<file path="config.mk">
export PLATFORM = sky130hd
export DESIGN_NAME = rds_rx_entry
export DESIGN_NICKNAME = d
export VERILOG_FILES = /design/src/rtl/rds_pkg.sv /design/src/rtl/rds_rx_entry.sv /design/src/rtl/rds_status_fmt.sv
export SDC_FILE = /design/constraint.sdc
export NUM_CORES = 1
export LEC_CHECK = 0
export BUFFER_PORTS_ARGS = -buffer_cell sky130_fd_sc_hd__buf_4
export CAP_MARGIN = 20
export CORE_MARGIN = 10
export CORE_UTILIZATION = 50
export CTS_BUF_LIST = sky130_fd_sc_hd__clkbuf_16
export CTS_CLUSTER_DIAMETER = 80
export DETAILED_ROUTE_END_ITERATION = 6
export GPL_TIMING_DRIVEN = 0
export PLACE_DENSITY = 0.78
export SLEW_MARGIN = 0
export SYNTH_ARGS = -nofsm -noshare
export SYNTH_HDL_FRONTEND = slang
export SYNTH_HIERARCHICAL = 1
export SYNTH_SLANG_ARGS = --single-unit
export TNS_END_PERCENT = 10
</file>
<file path="constraint.sdc">
create_clock -name i_clk -period 2.25 [get_ports i_clk]
set_input_delay 0.675 -clock i_clk [delete_from_list [all_inputs] [get_ports i_clk]]
set_output_delay 0.675 -clock i_clk [all_outputs]
set_load 0.02 [all_outputs]
</file>
<file path="src/rtl/rds_pkg.sv">
// Purpose: shared constants and carriers for the receive entry status block
// Assumes: four 16-bit words per receive ring entry
// Notes: word 1 holds the owner flag, status flags and high address bits
package rds_pkg;
  localparam int RDS_WORD_W = 16;
  localparam int RDS_ADDR_W = 24;
  localparam int RDS_CNT_W = 12;
  // word 1 field positions
  localparam int RDS_OWN_BIT = 15;
  localparam int RDS_ERR_BIT = 14;
  localparam int RDS_FRAMING_BIT = 13;
  localparam int RDS_OVERFLOW_BIT = 12;
  localparam int RDS_CRC_BIT = 11;
  localparam int RDS_BUFFER_BIT = 10;
  localparam int RDS_SOF_BIT = 9;
  localparam int RDS_EOF_BIT = 8;
  localparam int RDS_ADDR_HIGH_MSB = 7;
  // word indices inside an entry
  localparam logic [1:0] RDS_W0 = 2'h0;
  localparam logic [1:0] RDS_W1 = 2'h1;
  localparam logic [1:0] RDS_W2 = 2'h2;
  localparam logic [1:0] RDS_W3 = 2'h3;
  localparam logic [15:0] RDS_WORD_RST = 16'h0000;

  // memory request toward the system bus master
  typedef struct packed {
    logic valid;
    logic write;
    logic [1:0] word;
    logic [15:0] data;
  } rds_mreq_s;

  // end-of-buffer report from the receive datapath
  typedef struct packed {
    logic last;
    logic dribble;
    logic fcs_bad;
    logic fifo_overflow;
    logic [11:0] count;
  } rds_done_s;

  typedef enum logic [5:0] {
    RDS_IDLE = 6'h01,
    RDS_RD0 = 6'h02,
    RDS_RD1 = 6'h04,
    RDS_FILL = 6'h08,
    RDS_WR3 = 6'h10,
    RDS_WR1 = 6'h20
  } rds_state_e;
endpackage

</file>
<file path="src/rtl/rds_rx_entry.sv">
// Purpose: walks one receive ring entry: fetch pointer, fill, write status
// Assumes: a bus master performs o_mreq and answers with i_mack
// Notes: one entry in flight; the datapath reports each buffer's end
// Contract
// - entry is four 16-bit words
// - buffer address is word1 low byte, word0
// - any buffer alignment and length accepted
// - word1 bit 15 is owner flag
// - device clears owner after filling buffer
// - relinquished entry is never modified again
// - error bit is OR of four errors
// - framing error needs odd bits and FCS
// - framing error void in internal loopback
// - overflow flag on FIFO loss, no end
// - checksum flag on FCS mismatch
// - buffer error when next entry unowned
// - start flag in first buffer of frame
// - driver writes start flag in interrupt mode
// - end flag in last buffer
// - high address bits never altered
// - byte count in word3 bits 11-0
module rds_rx_entry
  import rds_pkg::*;
(
  input wire logic i_clk,
  input wire logic i_rstn,
  input wire logic i_ce,
  input wire logic i_start,
  input wire logic i_loopback,
  input wire logic i_start_of_packet_irq_mode,
  input wire logic i_mack,
  input wire logic [15:0] i_mdata,
  input wire logic i_buf_done,
  input wire rds_pkg::rds_done_s i_done,
  input wire logic i_fifo_overflow,
  output rds_pkg::rds_mreq_s o_mreq,
  output logic [23:0] o_buf_addr,
  output logic o_fill_en,
  output logic o_busy,
  output logic o_not_owned,
  output logic o_entry_done
);
  import rds_pkg::*;

  // walk state and captured entry words
  rds_state_e state_q;
  rds_state_e state_d;
  logic [15:0] word0_q;
  logic [15:0] word1_q;
  // chaining and error state
  logic in_frame_q;
  logic buffer_err_q;
  logic buffer_with_overflow_q;
  // write-back image and qualified flags
  logic [15:0] word1_wr;
  logic framing_v;
  logic overflow_v;
  logic crc_v;
  logic sof_v;
  logic word1_taken;
  rds_done_s done_q;

  // builds the 24-bit buffer address from both pointer words
  function automatic logic [23:0] buf_addr(input logic [15:0] w0, input logic [15:0] w1);
    buf_addr = {w1[RDS_ADDR_HIGH_MSB:0], w0};
  endfunction

  // owner flag of a fetched word 1: high means the controller may use the entry
  function automatic logic ctrl_owns(input logic [15:0] w1);
    ctrl_owns = w1[RDS_OWN_BIT];
  endfunction

  // word 1 read completes on this edge
  assign word1_taken = (state_q == RDS_RD1) && i_mack;

  // flag qualification for the entry being closed
  always_comb
  begin
    // framing only on odd bits plus bad FCS, never in internal loopback
    framing_v = done_q.dribble & done_q.fcs_bad & done_q.last
                & ~done_q.fifo_overflow & ~i_loopback;
    // overflow hidden behind an earlier buffer error, shown when both arose together
    overflow_v = done_q.fifo_overflow & ~done_q.last
                 & (~buffer_err_q | buffer_with_overflow_q);
    crc_v = done_q.fcs_bad & done_q.last & ~done_q.fifo_overflow;
    sof_v = ~in_frame_q;
  end

  rds_status_fmt u_fmt (
    .i_word1_rd(word1_q),
    .i_sof(sof_v),
    .i_eof(done_q.last),
    .i_framing_error(framing_v),
    .i_overflow_error(overflow_v),
    .i_crc(crc_v),
    .i_buffer_error(buffer_err_q),
    .i_sof_by_driver(i_start_of_packet_irq_mode),
    .o_word1_wr(word1_wr)
  );

  // entry sequencing: fetch, fill, count write, then owner release
  always_comb
  begin
    state_d = state_q;
    case (state_q)
      RDS_IDLE:
      begin
        if (i_start)
        begin
          state_d = RDS_RD0;
        end
      end
      RDS_RD0:
      begin
        if (i_mack)
        begin
          state_d = RDS_RD1;
        end
      end
      RDS_RD1:
      begin
        // entry not ours: leave it untouched
        if (i_mack)
        begin
          state_d = ctrl_owns(i_mdata) ? RDS_FILL : RDS_IDLE;
        end
      end
      RDS_FILL:
      begin
        if (i_buf_done)
        begin
          state_d = RDS_WR3;
        end
      end
      RDS_WR3:
      begin
        if (i_mack)
        begin
          state_d = RDS_WR1;
        end
      end
      RDS_WR1:
      begin
        if (i_mack)
        begin
          state_d = RDS_IDLE;
        end
      end
      default:
      begin
        state_d = RDS_IDLE;
      end
    endcase
  end

  // state register
  always_ff @(posedge i_clk or negedge i_rstn)
  begin
    if (!i_rstn)
    begin
      state_q <= RDS_IDLE;
    end
    else if (i_ce)
    begin
      state_q <= state_d;
    end
  end

  // captured pointer words; any alignment and length is taken as is
  always_ff @(posedge i_clk or negedge i_rstn)
  begin
    if (!i_rstn)
    begin
      word0_q <= RDS_WORD_RST;
      word1_q <= RDS_WORD_RST;
    end
    else if (i_ce && i_mack)
    begin
      if (state_q == RDS_RD0)
      begin
        word0_q <= i_mdata;
      end
      if (state_q == RDS_RD1)
      begin
        word1_q <= i_mdata;
      end
    end
  end

  // end-of-buffer report held for the write-back
  always_ff @(posedge i_clk or negedge i_rstn)
  begin
    if (!i_rstn)
    begin
      done_q <= '0;
    end
    else if (i_ce && state_q == RDS_FILL && i_buf_done)
    begin
      done_q <= i_done;
    end
  end

  // frame chaining and buffer error tracking
  always_ff @(posedge i_clk or negedge i_rstn)
  begin
    if (!i_rstn)
    begin
      in_frame_q <= 1'b0;
      buffer_err_q <= 1'b0;
      buffer_with_overflow_q <= 1'b0;
    end
    else if (i_ce)
    begin
      if (word1_taken && !ctrl_owns(i_mdata) && in_frame_q)
      begin
        // chained entry still held by the host; a later overflow stays hidden
        buffer_err_q <= 1'b1;
      end
      else if (state_q == RDS_FILL && i_fifo_overflow && in_frame_q && i_buf_done)
      begin
        // overflow before the next poll; lost data reported now still shows
        buffer_err_q <= 1'b1;
        buffer_with_overflow_q <= i_done.fifo_overflow;
      end
      else if (state_q == RDS_WR1 && i_mack)
      begin
        in_frame_q <= ~done_q.last;
        buffer_err_q <= 1'b0;
        buffer_with_overflow_q <= 1'b0;
      end
    end
  end

  // memory requests: reads of words 0 and 1, writes of words 3 and 1;
  // a request waiting for its acknowledge is held exactly as issued
  always_ff @(posedge i_clk or negedge i_rstn)
  begin
    if (!i_rstn)
    begin
      o_mreq <= '0;
    end
    else if (i_ce)
    begin
      if (o_mreq.valid && !i_mack)
      begin
        o_mreq <= o_mreq;
      end
      else
      begin
        case (state_d)
          RDS_RD0:
          begin
            o_mreq <= '{valid: 1'b1, write: 1'b0, word: RDS_W0, data: RDS_WORD_RST};
          end
          RDS_RD1:
          begin
            o_mreq <= '{valid: 1'b1, write: 1'b0, word: RDS_W1, data: RDS_WORD_RST};
          end
          RDS_WR3:
          begin
            // only entered on the buffer-done edge, where the report is valid
            o_mreq <= '{valid: 1'b1, write: 1'b1, word: RDS_W3,
                        data: {4'h0, i_done.count}};
          end
          RDS_WR1:
          begin
            o_mreq <= '{valid: 1'b1, write: 1'b1, word: RDS_W1, data: word1_wr};
          end
          default:
          begin
            o_mreq <= '0;
          end
        endcase
      end
    end
  end

  // user-side status outputs
  always_ff @(posedge i_clk or negedge i_rstn)
  begin
    if (!i_rstn)
    begin
      o_buf_addr <= 24'h000000;
      o_fill_en <= 1'b0;
      o_busy <= 1'b0;
      o_not_owned <= 1'b0;
      o_entry_done <= 1'b0;
    end
    else if (i_ce)
    begin
      // address stands from the first fill cycle on
      if (word1_taken)
      begin
        o_buf_addr <= buf_addr(word0_q, i_mdata);
      end
      else
      begin
        o_buf_addr <= buf_addr(word0_q, word1_q);
      end
      o_fill_en <= (state_d == RDS_FILL);
      o_busy <= (state_d != RDS_IDLE);
      o_not_owned <= word1_taken && !ctrl_owns(i_mdata);
      o_entry_done <= (state_q == RDS_WR1) && i_mack;
    end
  end
endmodule

</file>
<file path="src/rtl/rds_status_fmt.sv">
// Purpose: builds the status word 1 written back into a receive entry
// Assumes: inputs stable while the write is formed
// Notes: high address bits are copied unchanged from the read image
module rds_status_fmt
  import rds_pkg::*;
(
  input wire logic [15:0] i_word1_rd,
  input wire logic i_sof,
  input wire logic i_eof,
  input wire logic i_framing_error,
  input wire logic i_overflow_error,
  input wire logic i_crc,
  input wire logic i_buffer_error,
  input wire logic i_sof_by_driver,
  output logic [15:0] o_word1_wr
);
  import rds_pkg::*;

  // owner flag cleared, error summary formed, address bits kept
  always_comb
  begin
    o_word1_wr = RDS_WORD_RST;
    o_word1_wr[RDS_OWN_BIT] = 1'b0;
    o_word1_wr[RDS_ERR_BIT] = i_framing_error | i_overflow_error
                              | i_crc | i_buffer_error;
    o_word1_wr[RDS_FRAMING_BIT] = i_framing_error;
    o_word1_wr[RDS_OVERFLOW_BIT] = i_overflow_error;
    o_word1_wr[RDS_CRC_BIT] = i_crc;
    o_word1_wr[RDS_BUFFER_BIT] = i_buffer_error;
    // driver owns the start flag in start-of-packet interrupt mode
    o_word1_wr[RDS_SOF_BIT] = i_sof_by_driver ? i_word1_rd[RDS_SOF_BIT] : i_sof;
    o_word1_wr[RDS_EOF_BIT] = i_eof;
    o_word1_wr[RDS_ADDR_HIGH_MSB:0] = i_word1_rd[RDS_ADDR_HIGH_MSB:0];
  end
endmodule

</file>
==> summary.txt, run 1 <==
========================================================================================================
Syn_nets ..................................................................................          417
Worst setup timing slack at the placement stage ...........................................   -0.2859 ns
Number of nets still failing antenna checks after routing .................................            0
Final clock period utilization by the worst path ..........................................       0.9689
Vias after detailed routing ...............................................................         3370
Crit Path Class ...........................................................................    in -> reg
Starting density of the core ..............................................................       0.5123
Number of instances in the synthesized netlist ............................................          376
CP required ...............................................................................      2.51 ns
Wire length of the first global-routing pass ..............................................     18350 um
Hold-fix buffer count after cts ...........................................................            0
Met2 routed wirelength ....................................................................      5579 um
Post-route setup slack ....................................................................   0.06987 ns
Detailed placement HPWL ...................................................................      8018 um
Source-to-sink clock delay at the later pin of the worst-skew pair ........................      0.34 ns
Post-Route WL .............................................................................     11260 um
Final period demand of the worst path .....................................................     2.180 ns
Kind of start point of the critical path ..................................................    input pin
Pin count of the biggest net entering global routing ......................................           87
Result of the run .........................................................................    completed
Via-per-instance ratio ....................................................................        5.751
WL/cell ...................................................................................     19.22 um
Top Ports .................................................................................           89
Worst setup EP type .......................................................................     register
Worst relative slew slack .................................................................       0.5937
Number of slew-limit violations in the final report .......................................            0
Top sig layer .............................................................................         met4
Wire length on met1 .......................................................................      4611 um
Final Net Count ...........................................................................          517
Max Fclk ..................................................................................   0.4587 GHz
Crit path max fanout ......................................................................           10
Number of design rule violations left after detail routing ................................            0
Num CTS Buffers ...........................................................................            9
Via count of the first global-routing pass ................................................         3541
Worst VDD drop ............................................................................    0.6691 mV
Number of DRC markers in iteration 0 ......................................................          236
Amount of wire on met3 after detailed routing .............................................       853 um
Die span in y .............................................................................     111.8 um
Crit path arrival time ....................................................................      2.44 ns
Final sum of negative setup slack .........................................................         0 ns
Post-CTS clock slew at the launch and capture registers of the worst setup and hold paths .      0.06 ns
Power after layout ........................................................................     4.864 mW
Number of levels in the clock H-tree ......................................................            3
1st-pass router iterations ................................................................            5
Yosys warning total .......................................................................            6
Die width .................................................................................     111.8 um
Cells after DPL ...........................................................................          568
Buffer cell driving the clock tree root ................................................... sky130_fd_sc_hd__clkbuf_16
Final-report setup violation count ........................................................            0
Syn-to-layout area delta ..................................................................       27.97%
Synthesized cell area .....................................................................     4209 um2
Final core area utilization ...............................................................       0.6556
Final RePlAce weighted congestion .........................................................       0.8690
Final count of hold timing violations .....................................................            0
Die area ..................................................................................    12490 um2
Final non-filler cell total ...............................................................          586
Number of antenna violations at the first check in global routing .........................            0
Clock buffer depth ........................................................................            2
Static Leakage ............................................................................     2.631 nW
Share of final-layout standard cells stronger than drive strength 1 .......................       0.4033
Max-capacitance violation count ...........................................................            0
TritonCTS clock tree ......................................................................          yes
Power per cell area ....................................................................... 903.0 nW/um2
RSZ-0062 raised after global routing ......................................................         true
Average size of a mapped cell .............................................................    11.19 um2
Worst slew pin tran .......................................................................    0.6094 ns
Number of buffer cells added on primary ports .............................................           87
Total global routing overflow .............................................................            0
Number of clock sinks .....................................................................           86
Site row count ............................................................................           33
Number of antenna cells inserted ..........................................................            0
Hold WC Path Type .........................................................................  in -> async
Core Box Area .............................................................................     8217 um2
Overall routing resource usage ............................................................       0.1774
Worst clock skew ..........................................................................   0.01099 ns
========================================================================================================
[worst max-delay path: stages]
cell and delay [ns]:
sky130_fd_sc_hd__buf_4 0.10, sky130_fd_sc_hd__clkbuf_1 0.34, sky130_fd_sc_hd__nand2b_1 0.22, sky130_fd_sc_hd__and2_1 0.14, sky130_fd_sc_hd__clkbuf_1 0.36, sky130_fd_sc_hd__o31ai_4 0.19, sky130_fd_sc_hd__buf_2 0.23, sky130_fd_sc_hd__a32oi_1 0.18
[timing repair]
item | CTS | global route
endpoints found under the setup margin | 20 | 26
resized for setup | 1 | 11
pin swaps | 1 | 1
setup buffers | 0 | 1
[layout make-up]
cell class / count / area (um2)
plain buffers: 44 / 280.3
clock buffers: 9 / 225.2
clock inverters: 7 / 97.59
fillers: 642 / 2830
inverters: 8 / 30.03
multi-input cells: 238 / 1768
flip-flops and latches: 86 / 2153
well taps: 105 / 131.4
repair buffers: 89 / 700.7
[state kept, by name, summed over array words and instances, names as in the netlist]
signal / cells
state_q: 6
o_mreq: 20
word1_q: 9
word0_q: 16
o_buf_addr: 24
buffer_with_overflow_q: 1
o_entry_done: 1
o_fill_en: 1
in_frame_q: 1
done_q: 4
o_busy: 1
buffer_err_q: 1
o_not_owned: 1
[layout by cell type (no fill, tap or decap), types with 3 or more instances in the layout]
| master | n |
|---|---|
| sky130_fd_sc_hd__nor2b_1 | 6 |
| sky130_fd_sc_hd__o21ai_0 | 38 |
| sky130_fd_sc_hd__and2_1 | 3 |
| sky130_fd_sc_hd__mux2i_1 | 8 |
| sky130_fd_sc_hd__nand3_1 | 3 |
| sky130_fd_sc_hd__mux2_2 | 36 |
| sky130_fd_sc_hd__nor2_1 | 15 |
| sky130_fd_sc_hd__a32oi_1 | 13 |
| sky130_fd_sc_hd__buf_4 | 102 |
| sky130_fd_sc_hd__nand2_1 | 34 |
| sky130_fd_sc_hd__clkbuf_2 | 4 |
| sky130_fd_sc_hd__inv_1 | 9 |
| sky130_fd_sc_hd__clkbuf_16 | 9 |
| sky130_fd_sc_hd__mux2_4 | 10 |
| sky130_fd_sc_hd__dfrtp_1 | 85 |
| sky130_fd_sc_hd__buf_2 | 12 |
| sky130_fd_sc_hd__and3_1 | 5 |
| sky130_fd_sc_hd__a21oi_1 | 10 |
| sky130_fd_sc_hd__nor3_1 | 5 |
| sky130_fd_sc_hd__a211oi_1 | 13 |
| sky130_fd_sc_hd__clkbuf_1 | 9 |
| sky130_fd_sc_hd__buf_6 | 3 |
[per-layer routing]
layer	vias to the layer above	global-route usage
li1	1544	-
met1	1657	0.2133
met2	146	0.2949
met3	23	0.05743
met4	0	0.05484
met5	-	0
[path summary, 6_finish.rpt]
check / cells past startpoint / end / from / slack [ns]
worst max-delay path: 8 / o_mreq[7]$_DFFE_PN0P_ / i_mack / 0.07
worst min-delay path: 1 / o_mreq[12]$_DFFE_PN0P_ / i_rstn / 0.21
worst max register to register: 7 / o_mreq[8]$_DFFE_PN0P_ / state_q[5]$_DFFE_PN0P_ / 0.12
worst min register to register: 2 / o_mreq[18]$_DFFE_PN0P_ / o_mreq[18]$_DFFE_PN0P_ / 0.48
max in group asynchronous: 2 / state_q[0]$_DFFE_PN1P_ / i_rstn / 1.40
min in group i_clk: 2 / o_mreq[18]$_DFFE_PN0P_ / o_mreq[18]$_DFFE_PN0P_ / 0.48
[power breakdown]
| group | switching, mW | internal (mW) |
|---|---|---|
| registers | 0.167 | 1.83 |
| clock network | 0.632 | 0.978 |
| logic | 0.671 | 0.589 |
[per-stage QoR]
step | hold WS (ns) | area [um2]
3_3_place_gp | 0.4634 | 4994
5_1_grt | 0.2301 | 5386
4_1_cts | 0.4850 | 5321
2_1_floorplan | 0.3794 | 4209
6_report | 0.2150 | 5386
3_5_place_dp | 0.4693 | 4994
Power figures use the tool's default switching activity.
==> run 2: changes to the inputs <==
--- a/config.mk
+++ b/config.mk
@@ -8,12 +8,12 @@
 export BUFFER_PORTS_ARGS = -buffer_cell sky130_fd_sc_hd__buf_4
 export CAP_MARGIN = 20
 export CORE_MARGIN = 10
-export CORE_UTILIZATION = 50
+export CORE_UTILIZATION = 35
 export CTS_BUF_LIST = sky130_fd_sc_hd__clkbuf_16
 export CTS_CLUSTER_DIAMETER = 80
 export DETAILED_ROUTE_END_ITERATION = 6
 export GPL_TIMING_DRIVEN = 0
-export PLACE_DENSITY = 0.78
+export PLACE_DENSITY = 0.59
 export SLEW_MARGIN = 0
 export SYNTH_ARGS = -nofsm -noshare
 export SYNTH_HDL_FRONTEND = slang
==> constraint.sdc (replaced) <==
create_clock -name i_clk -period 2.25 [get_ports i_clk]
set_input_delay 0.45 -clock i_clk [delete_from_list [all_inputs] [get_ports i_clk]]
set_output_delay 0.45 -clock i_clk [all_outputs]
set_load 0.02 [all_outputs]
==> run 2 against run 1 <==
Net effect:
- clock power is 17% lower
- largest power group unchanged
- routed wire length is 4.1% higher
- via count is 3.6% lower
==> summary.txt, run 2 (synthesis results as in run 1) <==
========================================================================================================
Worst reg-to-reg path cell count ..........................................................            6
Number of DRC markers in iteration 0 ......................................................          184
Worst setup timing slack at the placement stage ...........................................   -0.1359 ns
Static Leakage ............................................................................     2.611 nW
Number of levels in the clock H-tree ......................................................            3
Syn-to-layout area delta ..................................................................       27.47%
Post-CTS clock slew at the launch and capture registers of the worst setup and hold paths .      0.06 ns
Crit path arrival time ....................................................................      2.32 ns
Final RePlAce weighted congestion .........................................................       0.8444
Via count of the first global-routing pass ................................................         3500
1st-pass router iterations ................................................................            4
CP required ...............................................................................      2.46 ns
Cell-internal power .......................................................................     3.150 mW
Worst clock skew ..........................................................................  0.005575 ns
Num CTS Buffers ...........................................................................            9
Share of power burned in the clock network ................................................        0.292
Cell Area, Placed .........................................................................     5041 um2
Final period demand of the worst path .....................................................     2.105 ns
Final Net Count ...........................................................................          519
Hold WC Path Type .........................................................................  in -> async
Sum of buffers and inverters on the critical path .........................................            2
Crit Path Class ...........................................................................   reg -> reg
Source-to-sink clock delay at the later pin of the worst-skew pair ........................      0.34 ns
Overall routing resource usage ............................................................       0.1416
Number of nets still failing antenna checks after routing .................................            0
Post-route setup slack ....................................................................    0.1449 ns
Number of clock sinks .....................................................................           86
Vias after detailed routing ...............................................................         3250
Max Fclk ..................................................................................   0.4750 GHz
Max-capacitance violation count ...........................................................            0
Power per cell area ....................................................................... 856.5 nW/um2
Switching power summed over all nets ......................................................     1.445 mW
Final clock period utilization by the worst path ..........................................       0.9356
Site row count ............................................................................           39
Post-Route WL .............................................................................     11720 um
Worst path max stage delay ................................................................      0.53 ns
TritonCTS clock tree ......................................................................          yes
Total global routing overflow .............................................................            0
Final sum of negative setup slack .........................................................         0 ns
Wire length of the first global-routing pass ..............................................     18770 um
Worst setup EP type .......................................................................     register
Die width .................................................................................     129.7 um
Top Ports .................................................................................           89
Largest registers ranked by flip-flop count ............................................... o_buf_addr: 24 flops, o_mreq: 20 flops, word0_q: 16 flops
Critical-path top delay cell .............................................................. sky130_fd_sc_hd__dfstp_2
Final non-filler cell total ...............................................................          624
Commonest non-fill, non-tap cells in the layout ........................................... sky130_fd_sc_hd__buf_4 (105), sky130_fd_sc_hd__dfrtp_1 (85), sky130_fd_sc_hd__o21ai_0 (38)
CP Cell Sequence .......................................................................... buf_2, nor2_1, and4b_1, o31ai_4, buf_2, a32oi_1
CP Launch Point ........................................................................... state_q[0]$_DFFE_PN1P_
Internal reg-to-reg setup slack ...........................................................      0.14 ns
Number of design rule violations left after detail routing ................................            0
Share of final-layout standard cells stronger than drive strength 1 .......................       0.3992
Worst relative slew slack .................................................................       0.5211
Final-report setup violation count ........................................................            0
Buffer cell driving the clock tree root ................................................... sky130_fd_sc_hd__clkbuf_16
Worst VDD drop ............................................................................    0.4643 mV
Detailed placement HPWL ...................................................................      8493 um
Pin count of the biggest net entering global routing ......................................           87
Worst slew pin tran .......................................................................    0.7184 ns
Kind of start point of the critical path ..................................................     register
Die span in y .............................................................................     129.7 um
Final count of hold timing violations .....................................................            0
Core Box Area .............................................................................    11610 um2
Path length in cells of the critical path .................................................            6
Cell area after layout ....................................................................     5365 um2
Setup crit end ............................................................................ o_mreq[7]$_DFFE_PN0P_
RSZ-0062 raised after global routing ......................................................        false
Number of antenna violations at the first check in global routing .........................            0
Proportion of power drawn by combinational gates ..........................................        0.276
Net switching fraction of the power .......................................................       0.3145
Part of the power in registers ............................................................        0.432
Worst reg2reg path endpoint ............................................................... o_mreq[7]$_DFFE_PN0P_
Clock buffer depth ........................................................................            2
Number of slew-limit violations in the final report .......................................            0
Cells after DPL ...........................................................................          606
Die area ..................................................................................    16810 um2
Most numerous cell on the critical path ................................................... sky130_fd_sc_hd__buf_2
Max FFs per register ......................................................................           24
Number of buffer cells added on primary ports .............................................           87
Leading cell type in the layout, fill and taps excluded ................................... sky130_fd_sc_hd__buf_4
Result of the run .........................................................................    completed
Crit path max fanout ......................................................................           10
Starting density of the core ..............................................................       0.3624
R2R Path Start ............................................................................ state_q[0]$_DFFE_PN1P_
WL/cell ...................................................................................     18.79 um
Via-per-instance ratio ....................................................................        5.208
CP delay by family, top ................................................................... buffers and inverters
Register with the most flip-flops .........................................................   o_buf_addr
Number of antenna cells inserted ..........................................................            0
========================================================================================================
## run 2: changes by cell type in the layout (fill, tap and decap cells not counted)
cell                        delta
sky130_fd_sc_hd__buf_4         +3
sky130_fd_sc_hd__bufinv_16     -2
sky130_fd_sc_hd__clkinv_2      +2
sky130_fd_sc_hd__inv_6         -2
sky130_fd_sc_hd__and4b_1       +1
sky130_fd_sc_hd__and4b_2       -1
sky130_fd_sc_hd__buf_12        -1
sky130_fd_sc_hd__nor2_1        +1
sky130_fd_sc_hd__nor2_2        -1
## run 2: layout make-up
class | count | area, um2
well taps | 143 | 178.9
plain buffers | 44 | 280.3
repair buffers | 91 | 703.2
clock inverters | 5 | 30.03
clock buffers | 9 | 225.2
fillers | 1136 | 6248
flip-flops and latches | 86 | 2153
multi-input cells | 238 | 1764
inverters | 8 | 30.03
## run 2: timing repair
item                                    in CTS  in global routing
pin swaps                                    1                  1
gates resized for setup                      1                  9
hold buffers                                 0                  0
endpoints found under the hold margin        0                  0
endpoints found under the setup margin      20                 14
setup buffers                                2                  1
## run 2: how the worst min path moves through the flow
stage	endpoint	slack [ns]	start	cells after the start
after global placement	o_mreq[18]$_DFFE_PN0P_	0.46	o_mreq[18]$_DFFE_PN0P_	2
after CTS	done_q[13]$_DFFE_PN0P_	0.33	i_rstn	1
after global routing	done_q[13]$_DFFE_PN0P_	0.04	i_rstn	1
final	done_q[13]$_DFFE_PN0P_	0.02	i_rstn	1
after floorplan	buffer_err_q$_DFFE_PN0P_	0.15	i_rstn	0
after detailed placement	o_mreq[18]$_DFFE_PN0P_	0.47	o_mreq[18]$_DFFE_PN0P_	2
## run 2: power by group through the flow
stage               registers (mW)  clock network (mW)  logic, mW
CTS                           1.99                1.38       1.26
detailed placement            2.01                   0       1.26
global placement              2.00                   0       1.23
global route                  2.03                1.44       1.38
floorplan                     2.15                   0      0.600
finish                        1.99                1.34       1.27
## run 2: worst register-to-register path: cells and delay by family, from the launching register on
kind / cells / cell delay, ns
compound gates: 2 / 0.42
buf+inv: 2 / 0.56
flops: 1 / 0.53
simple gates: 2 / 0.46
## run 2: routing by layer
| metal | routed length, um | vias up | track usage |
|---|---|---|---|
| met5 | 0 | - | 0 |
| met1 | 5046 | 1610 | 0.1769 |
| li1 | - | 1539 | - |
| met3 | 1016 | 7 | 0.06444 |
| met2 | 5561 | 94 | 0.2205 |
| met4 | 99 | 0 | 0.03108 |
## run 2: through the flow
step	hold slack, ns	util	total power, mW
6_report	0.02146	0.4620	4.595
5_1_grt	0.04201	0.4620	4.840
4_1_cts	0.3250	0.4578	4.627
3_5_place_dp	0.4687	0.4341	3.266
3_3_place_gp	0.4631	0.4341	3.231
2_1_floorplan	0.1544	-	2.753
